**config.mk**
```make
export PLATFORM = sky130hd
export DESIGN_NAME = display_port_latch
export DESIGN_NICKNAME = d
export VERILOG_FILES = /design/src/logic/display_port_pkg.sv /design/src/logic/display_port_latch.sv /design/src/logic/display_pin_map.sv
export SDC_FILE = /design/constraint.sdc
export NUM_CORES = 1
export LEC_CHECK = 0
export BUFFER_PORTS_ARGS = -buffer_cell sky130_fd_sc_hd__buf_2
export CELL_PAD_IN_SITES_DETAIL_PLACEMENT = 1
export CELL_PAD_IN_SITES_GLOBAL_PLACEMENT = 2
export CORE_AREA = 2 2 77 79
export DETAILED_ROUTE_END_ITERATION = 8
export DIE_AREA = 0 0 79 81
export GPL_ROUTABILITY_DRIVEN = 0
export PLACE_DENSITY = 0.77
export SETUP_SLACK_MARGIN = 0.15
export SYNTH_ARGS = -nofsm -noshare
export SYNTH_HDL_FRONTEND = slang
export SYNTH_SLANG_ARGS = --single-unit
```
**constraint.sdc**
```tcl
create_clock -name i_clk -period 3.6 [get_ports i_clk]
set_input_delay 0.72 -clock i_clk [delete_from_list [all_inputs] [get_ports i_clk]]
set_output_delay 0.72 -clock i_clk [all_outputs]
set_load 0.05 [all_outputs]
```
**src/logic/display_port_pkg.sv**
```systemverilog
// Constants for the display port latch on the processor memory bus
package display_port_pkg;

    // Address decode
    localparam logic [15:0] latch_offset   = 16'h0010;
    localparam int          map_switch_bit = 6;

    // Latch layout, bit 0 is the most significant bit of the halfword
    localparam int          latch_width    = 16;
    localparam int          pos_first_stb  = 0;
    localparam int          pos_second_stb = 1;
    localparam int          pos_cmd_data   = 6;
    localparam int          pos_direction  = 7;
    localparam int          pos_data_first = 8;
    localparam int          data_width     = 8;

    // Reset value: strobes idle, write direction, command select
    localparam logic [15:0] latch_reset    = 16'h0000;
    localparam logic [15:0] latch_used     = 16'hc3ff;

    // Bus cycle phases
    typedef enum logic [2:0] {
        st_idle  = 3'b001,
        st_write = 3'b010,
        st_read  = 3'b100
    } bus_state_t;

endpackage

```
**src/logic/display_port_latch.sv**
```systemverilog
// Display port latch: one registered halfword between CPU bus and display
//
// Functional notes
// (RQ1) One 16-bit latch holds controls and data
// (RQ2) Every access finishes at normal bus speed
// (RQ3) Host: write three, read four accesses
// (RQ4) Host: first access, strobes zero
// (RQ5) Host: second access sets needed strobes
// (RQ6) Third read returns byte from module
// (RQ7) Host: write ends with strobes idle
// (RQ8) Host: read ends with strobes idle
// (RQ9) Bit 0 drives first panel strobe
// (RQ10) Bit 1 drives second panel strobe
// (RQ11) Bit 6 drives command/data select
// (RQ12) Bit 7 drives read/write line
// (RQ13) Bits 8-15 are data lines 7-0
// (RQ14) Latch decoded at chip select base plus 0x10
// (RQ15) Responds only when map switch enables it
// (RQ16) Big-endian bits; 2-5 read zero
// (RQ17) Reset clears latch, strobes idle
`timescale 1ns/1ps
`default_nettype none
module display_port_latch #(
    parameter int addr_width = 16
) (
    // Clock and reset
    input  wire logic                  i_clk,
    input  wire logic                  i_rst_n,
    // Processor bus
    input  wire logic                  i_display_chip_select_n,
    input  wire logic [addr_width-1:0] i_addr,
    input  wire logic                  i_read_not_write,
    input  wire logic [15:0]           i_wdata,
    output logic [15:0]                o_rdata,
    output logic                       o_ack,
    // Board memory map switch bank
    input  wire logic [7:0]            i_map_switch,
    // Display module pins
    output logic                       o_first_panel_strobe,
    output logic                       o_second_panel_strobe,
    output logic                       o_cmd_data_select,
    output logic                       o_read_not_write,
    output logic [7:0]                 o_lcd_data,
    output logic                       o_lcd_data_oe,
    input  wire logic [7:0]            i_lcd_data
);

    ////////////////////////////////////////////////////////////////////////
    // Decode

    logic [15:0]         latch;
    logic [15:0]         read_word;
    logic                port_enabled;
    logic                hit;
    logic                access;
    display_port_pkg::bus_state_t state;
    display_port_pkg::bus_state_t next_state;

    // Switch is only a board strap, treated as a static level
    assign port_enabled = i_map_switch[display_port_pkg::map_switch_bit];  // [RQ15]
    assign hit = (i_addr[addr_width-1:0]
                  == addr_width'(display_port_pkg::latch_offset));         // [RQ14]
    assign access = ~i_display_chip_select_n & port_enabled & hit;         // [RQ15]

    ////////////////////////////////////////////////////////////////////////
    // Bus phase tracking: one cycle ack, never held for the display

    always_comb begin
        next_state = display_port_pkg::st_idle;
        unique case (state)
            display_port_pkg::st_idle: begin
                if (access) begin
                    next_state = i_read_not_write ? display_port_pkg::st_read
                                                  : display_port_pkg::st_write;
                end
            end
            display_port_pkg::st_write: next_state = display_port_pkg::st_idle;
            display_port_pkg::st_read:  next_state = display_port_pkg::st_idle;
            default:                    next_state = display_port_pkg::st_idle;
        endcase
    end

    always_ff @(posedge i_clk) begin
        if (!i_rst_n) begin
            state <= display_port_pkg::st_idle;
        end else begin
            state <= next_state;                                     // [RQ2]
        end
    end

    // Acknowledge the cycle after select, a fixed short latency
    assign o_ack = (state != display_port_pkg::st_idle);             // [RQ2]

    ////////////////////////////////////////////////////////////////////////
    // Latch

    always_ff @(posedge i_clk) begin
        if (!i_rst_n) begin
            latch <= display_port_pkg::latch_reset;                  // [RQ17]
        end else if (state == display_port_pkg::st_idle && access
                     && !i_read_not_write) begin
            // Unused positions are never stored
            latch <= i_wdata & display_port_pkg::latch_used;         // [RQ1] [RQ16]
        end
    end

    // Read data is sampled from the pins at the access, held till next read
    always_ff @(posedge i_clk) begin
        if (!i_rst_n) begin
            o_rdata <= 16'h0000;
        end else if (state == display_port_pkg::st_idle && access
                     && i_read_not_write) begin
            o_rdata <= read_word;                                    // [RQ6]
        end
    end

    ////////////////////////////////////////////////////////////////////////
    // Pins

    display_pin_map u_pins (
        .i_latch               (latch),
        .i_lcd_data            (i_lcd_data),
        .o_first_panel_strobe  (o_first_panel_strobe),
        .o_second_panel_strobe (o_second_panel_strobe),
        .o_cmd_data_select     (o_cmd_data_select),
        .o_read_not_write      (o_read_not_write),
        .o_lcd_data            (o_lcd_data),
        .o_lcd_data_oe         (o_lcd_data_oe),
        .o_read_word           (read_word)
    );

endmodule
`default_nettype wire

```
**src/logic/display_pin_map.sv**
```systemverilog
// Maps latch bits onto display module pins and reads the data lines back
`timescale 1ns/1ps
`default_nettype none
module display_pin_map (
    // Latch contents
    input  wire logic [15:0] i_latch,
    // Display data lines
    input  wire logic [7:0]  i_lcd_data,
    // Display control and data pins
    output logic             o_first_panel_strobe,
    output logic             o_second_panel_strobe,
    output logic             o_cmd_data_select,
    output logic             o_read_not_write,
    output logic [7:0]       o_lcd_data,
    output logic             o_lcd_data_oe,
    // Halfword as seen by the processor
    output logic [15:0]      o_read_word
);

    // Big-endian position p sits at vector bit 15-p
    function automatic logic pick(input logic [15:0] w, input int pos);
        pick = w[15 - pos];
    endfunction

    logic [7:0] latch_byte;

    assign o_first_panel_strobe  = pick(i_latch, display_port_pkg::pos_first_stb);  // [RQ9]
    assign o_second_panel_strobe = pick(i_latch, display_port_pkg::pos_second_stb); // [RQ10]
    assign o_cmd_data_select     = pick(i_latch, display_port_pkg::pos_cmd_data);   // [RQ11]
    assign o_read_not_write      = pick(i_latch, display_port_pkg::pos_direction);  // [RQ12]

    // Position 8 is module line 7, position 15 is line 0
    assign latch_byte    = i_latch[7:0];                                // [RQ13]
    assign o_lcd_data    = latch_byte;                                  // [RQ13]
    assign o_lcd_data_oe = ~o_read_not_write;                           // [RQ13]

    // In read direction the data byte shows the module's lines
    assign o_read_word = o_read_not_write
                       ? {i_latch[15:8] & 8'hc3, i_lcd_data}            // [RQ6]
                       : (i_latch & display_port_pkg::latch_used);      // [RQ16]

endmodule
`default_nettype wire

```
==> flow_metrics.env, run 1 <==
export IMPL_outcome="completed"
export IMPL_cts_htree_levels=1
export IMPL_vias=1128
export IMPL_pwr_density_cell_mw_per_mm2=313
export IMPL_synth_top_family_by_area="simple AND/OR/NAND/NOR gates"
export IMPL_cts_buffer_depth=2
export IMPL_peakVddDrop_mv=0.149
export IMPL_die_area_mm2=0.00640
export IMPL_netlist_area_mm2=0.00125
export IMPL_drive_gt1_frac=0.426
export IMPL_final_cell_area_mm2=0.00164
export IMPL_antenna_found_initial=0
export IMPL_critPathMaxFanout=12
export IMPL_cts_sinks=27
export IMPL_drt_pass1_iterations=4
export IMPL_relSlewSlack=0.470
export IMPL_post_cts_buffers=0
export IMPL_postCtsHoldBufs=0
export IMPL_wire_per_inst_um=12.1
export IMPL_min_path_type="reg2reg"
export IMPL_muxShareOfSynthArea=0.200
export IMPL_fp_row_count=28
export IMPL_syn_inst=135
export IMPL_die_h_um=81
export IMPL_cts_tree="yes"
export IMPL_setup_ws_ns=1.36
export IMPL_ys_seq_elements=27
export IMPL_end_kind="register"
export IMPL_arrival_ns=2.45
export IMPL_overflow=0
export IMPL_cts_root_buffer="clkbuf_8"
export IMPL_drtIter0Drc=24
export IMPL_yosysSeqAreaShare=0.433
export IMPL_port_buffers=66
export IMPL_crit_type="in2reg"
export IMPL_cts_buffers=3
export IMPL_clk_pin_slew_ns=0.09
export IMPL_slew_viol_final=0
export IMPL_max_freq_mhz=445
export IMPL_grt_pass1_vias=1045
export IMPL_io_pins=82
export IMPL_worst_pin_slew_ns=0.795
export IMPL_place_area_mm2=0.00160
export IMPL_pre_cts_ws_ns=1.04
export IMPL_viasPerCell=4.18
export IMPL_synthSimpleGateAreaFrac=0.242
export IMPL_n_antenna_cell=0
export IMPL_avgSynthCellArea_um2=9.25
export IMPL_critPathLaunchType="primary input"
export IMPL_ant_nets=0
export IMPL_worstSkewPairLatency_ns=0.27
export IMPL_drc=0
export IMPL_grtUsageTotal=0.102
export IMPL_yosys_area_share_xor_xnor=0
export IMPL_finalHoldViolations=0
export IMPL_setup_viol=0
export IMPL_hpwl_mm=2.41
export IMPL_synth_warnings=0
export IMPL_leakagePower_uw=0.000749
export IMPL_grt_pass1_wl_mm=5.13
export IMPL_start_util=0.220
export IMPL_fin_setup_tns_ns=0
export IMPL_synth_compound_area_frac=0.0321
export IMPL_synthAdderAreaFrac=0
export IMPL_final_setup_skew_ns=0.00251
export IMPL_post_cts_resized=0
export IMPL_rsz0062_at_grt="no"
export IMPL_nNetsFinal=248
export IMPL_syn_to_final_growth_pct=31.4
export IMPL_grt_max_degree=48
export IMPL_n_fill_cell=720
export IMPL_max_cap_violations=0
export IMPL_cp_required_ns=3.80
export IMPL_chipWidth_um=79
export IMPL_period_minus_slack_ns=2.24
export IMPL_min_period_over_period=0.624
export IMPL_design_core_area_mm2=0.00568
export IMPL_synth_cell_types=22
export IMPL_drt_total_wl_mm=3.28
==> worst max-delay path: stages <==
cell     delay [ns]
buf_2          0.09
nor4_1         0.26
and3_1         0.19
buf_4          0.19
and4b_1        0.51
buf_4          0.28
mux2i_1        0.19
==> state kept, by name, summed over array words and instances, names as in the netlist <==
register	flops
latch	12
o_rdata	12
state	3
==> synthesized netlist by cell type (all sizes together) <==
master,count,share of area
buf,9,0.065
and4b,1,0.0080
and3,2,0.010
and2,3,0.017
inv,2,0.0060
nor4,2,0.010
conb,1,0.0030
clkbuf,6,0.018
o21ai,8,0.032
dfxtp,27,0.43
nor4b,2,0.024
nand4,9,0.045
nand2,36,0.11
mux2,8,0.072
mux2i,16,0.13
nor3b,1,0.010
and4,1,0.0070
nor2,1,0.0030
==> metrics by stage <==
step,hold slack [ns],utilization,cells,power [uW]
after floorplan,0.450,-,138,330
after global placement,0.444,0.281,266,349
after detailed placement,0.447,0.281,266,349
after CTS,0.461,0.289,270,529
after global routing,0.472,0.289,270,540
final,0.455,0.289,270,514
==> per-layer routing <==
layer	share of wire	up-vias	GRT usage
met5	0	-	0
met4	0.0034	0	0.0155
met3	0.060	2	0.0289
met2	0.52	29	0.185
met1	0.42	526	0.123
li1	-	571	-
==> kinds of logic after synthesis <==
| family | after synthesis |
|---|---|
| AO/OA/AOI/OAI | 8 |
| buffers and inverters | 17 |
| flip-flops | 27 |
| multiplexers | 24 |
| other | 1 |
| AND/OR/NAND/NOR | 58 |
==> cells in the final DEF (no fill, tap or decap), drive strengths merged <==
cell and count:
and4 1, nor4b 2, and2 3, inv 2, nor3b 1, nor2 1
and3 2, nand2 36, clkbuf 4, nor4 2, and4b 1, buf 68
nand4 9, mux2i 16, dfxtp 27, o21ai 8, conb 4, mux2 8
==> area by class of cell <==
cell class | count | area (um2) | area share
Tap cell | 75 | 93.8 | 0.0572
Sequential cell | 27 | 541 | 0.330
Inverter | 2 | 7.51 | 0.00458
Multi-Input combinational cell | 94 | 608 | 0.371
Clock buffer | 4 | 45.0 | 0.0275
Timing Repair Buffer | 68 | 345 | 0.211
==> where the power goes <==
group          switching (uW)  internal, uW
clock                    92.9          79.3
combinational            24.9          18.4
sequential           0.000305           298
total                     118           396
==> worst paths after layout <==
path | startpoint | to | slack, ns | cells after the start
min reg2reg | o_rdata[15]$_SDFFE_PN0P_ | o_rdata[15]$_SDFFE_PN0P_ | 0.45 | 2
min | o_rdata[15]$_SDFFE_PN0P_ | o_rdata[15]$_SDFFE_PN0P_ | 0.45 | 2
max | i_addr[10] | latch[6]$_SDFFE_PN0P_ | 1.36 | 7
max reg2reg | state[1]$_SDFF_PN0_ | latch[6]$_SDFFE_PN0P_ | 1.96 | 4
Note: power is estimated with default switching activity, not from simulation.
==> inputs of run 2 (changes only) <==
- CORE_AREA: 2 2 77 79 -> 2 2 79 81
- DIE_AREA: 0 0 79 81 -> 0 0 81 83
- PLACE_DENSITY: 0.77 -> 0.74
- clock period: 3.6 -> 2.1 ns (I/O delays scaled with it)
==> run 2 against run 1 <==
Against the previous run: critical path type is now reg2out; critical endpoint is now o_read_not_write; critical path depth fell by 6; core utilization fell by 0.22 points; routed wire length rose by 1.5%; hold slack got worse by 0.071 ns; clock power rose by 69%; power rose by 71%; via count rose by 0.35%; first-iteration DRC count rose by 21%; sequential share of layout area fell by 0.54 points; combinational power rose by 74%; non-clock buffer count rose by 2.
==> flow_metrics.env, run 2 (same netlist as run 1, synthesis figures left out) <==
export IMPL_clk_pin_slew_ns=0.09
export IMPL_cts_tree="yes"
export IMPL_cts_root_buffer="clkbuf_8"
export IMPL_ant_nets=0
export IMPL_grt_pass1_wl_mm=5.44
export IMPL_crit_slowest_cell="dfxtp_1"
export IMPL_die_area_mm2=0.00672
export IMPL_period_minus_slack_ns=1.72
export IMPL_critPathLaunchType="register"
export IMPL_fp_row_count=28
export IMPL_max_cap_violations=0
export IMPL_max_stage_delay_ns=0.67
export IMPL_grtUsageTotal=0.103
export IMPL_critPathMaxFanout=11
export IMPL_start_util=0.215
export IMPL_cts_htree_levels=1
export IMPL_drive_gt1_frac=0.431
export IMPL_post_cts_buffers=0
export IMPL_grt_max_degree=44
export IMPL_path_buf_inv=1
export IMPL_min_path_type="in2reg"
export IMPL_hpwl_mm=2.44
export IMPL_place_area_mm2=0.00162
export IMPL_mostFrequentLayoutCells="buf_2 (66), nand2_1 (36), dfxtp_1 (27)"
export IMPL_rsz0062_at_grt="no"
export IMPL_postCtsHoldBufs=0
export IMPL_wire_per_inst_um=12.2
export IMPL_cts_sinks=27
export IMPL_viasPerCell=4.16
export IMPL_power_uw=877
export IMPL_final_common_cell="buf_2"
export IMPL_path_cells="buf_2"
export IMPL_multi_input_area_um2=608
export IMPL_reg_largest_list="latch x12, o_rdata x12, state x3"
export IMPL_port_buffers=66
export IMPL_antenna_found_initial=0
export IMPL_design_core_area_mm2=0.00582
export IMPL_relSlewSlack=0.641
export IMPL_dr_wl_met2_mm=1.63
export IMPL_n_fill_cell=740
export IMPL_end_kind="output port"
export IMPL_slew_viol_final=0
export IMPL_final_cell_area_mm2=0.00167
export IMPL_drt_total_wl_mm=3.32
export IMPL_drtIter0Drc=29
export IMPL_leakagePower_uw=0.000762
export IMPL_dr_wl_met3_um=213
export IMPL_final_setup_skew_ns=0.00321
export IMPL_chipWidth_um=81
export IMPL_finalHoldViolations=0
export IMPL_overflow=0
export IMPL_cp_required_ns=1.68
export IMPL_arrival_ns=1.30
export IMPL_highest_layer="met4"
export IMPL_max_freq_mhz=581
export IMPL_setup_viol=0
export IMPL_met1_length_mm=1.45
export IMPL_drt_pass1_iterations=3
export IMPL_min_period_over_period=0.819
export IMPL_die_h_um=83
export IMPL_peakVddDrop_mv=0.452
export IMPL_nNetsFinal=250
export IMPL_worstSkewPairLatency_ns=0.27
export IMPL_outcome="completed"
export IMPL_drc=0
export IMPL_fin_setup_tns_ns=0
export IMPL_pwr_density_cell_mw_per_mm2=526
export IMPL_io_pins=82
export IMPL_final_cell_count_no_fill=272
export IMPL_n_antenna_cell=0
export IMPL_crit_family="flip-flops"
export IMPL_grt_pass1_vias=1127
export IMPL_cts_buffer_depth=2
export IMPL_cts_buffers=3
export IMPL_worst_pin_slew_ns=0.538
export IMPL_syn_to_final_growth_pct=33.6
export IMPL_crit_type="reg2out"
export IMPL_post_cts_resized=0
export IMPL_vias=1132
export IMPL_seq_area_um2=541
export IMPL_placed_cells=268
[run 2: layer usage]
metal | up-vias | track usage
li1 | 578 | -
met1 | 516 | 0.123
met2 | 34 | 0.180
met3 | 4 | 0.0315
met4 | 0 | 0.0216
met5 | - | 0
[run 2: worst paths after layout]
path | startpoint | to | slack, ns | depth (start not counted)
setup / recovery | latch[8]$_SDFFE_PN0P_ | o_read_not_write | 0.38 | 1
hold / removal | i_wdata[2] | latch[2]$_SDFFE_PN0P_ | 0.38 | 3
setup reg to reg | latch[8]$_SDFFE_PN0P_ | o_rdata[5]$_SDFFE_PN0P_ | 0.75 | 3
hold reg to reg | o_rdata[0]$_SDFFE_PN0P_ | o_rdata[0]$_SDFFE_PN0P_ | 0.46 | 2
[run 2: area by class of cell]
class / count / area share
clock buffers: 4 / 0.0270
multi-input cells: 94 / 0.365
flip-flops and latches: 27 / 0.324
inverters: 2 / 0.00450
well taps: 75 / 0.0563
repair buffers: 70 / 0.224
[run 2: where the power goes]
group          internal [uW]  switching [uW]  total [uW]
Combinational           32.8            42.4        75.3
Clock                    136             154         290
Sequential               511        0.000515         511
Total                    680             197         877
[run 2: stage by stage]
| stage | setup slack (ns) | utilization | hold slack (ns) |
|---|---|---|---|
| 2_1_floorplan | 0.396 | - | 0.450 |
| 3_3_place_gp | 0.309 | 0.279 | 0.447 |
| 3_5_place_dp | 0.281 | 0.279 | 0.451 |
| 4_1_cts | 0.314 | 0.287 | 0.373 |
| 5_1_grt | 0.285 | 0.287 | 0.380 |
| 6_report | 0.380 | 0.287 | 0.384 |
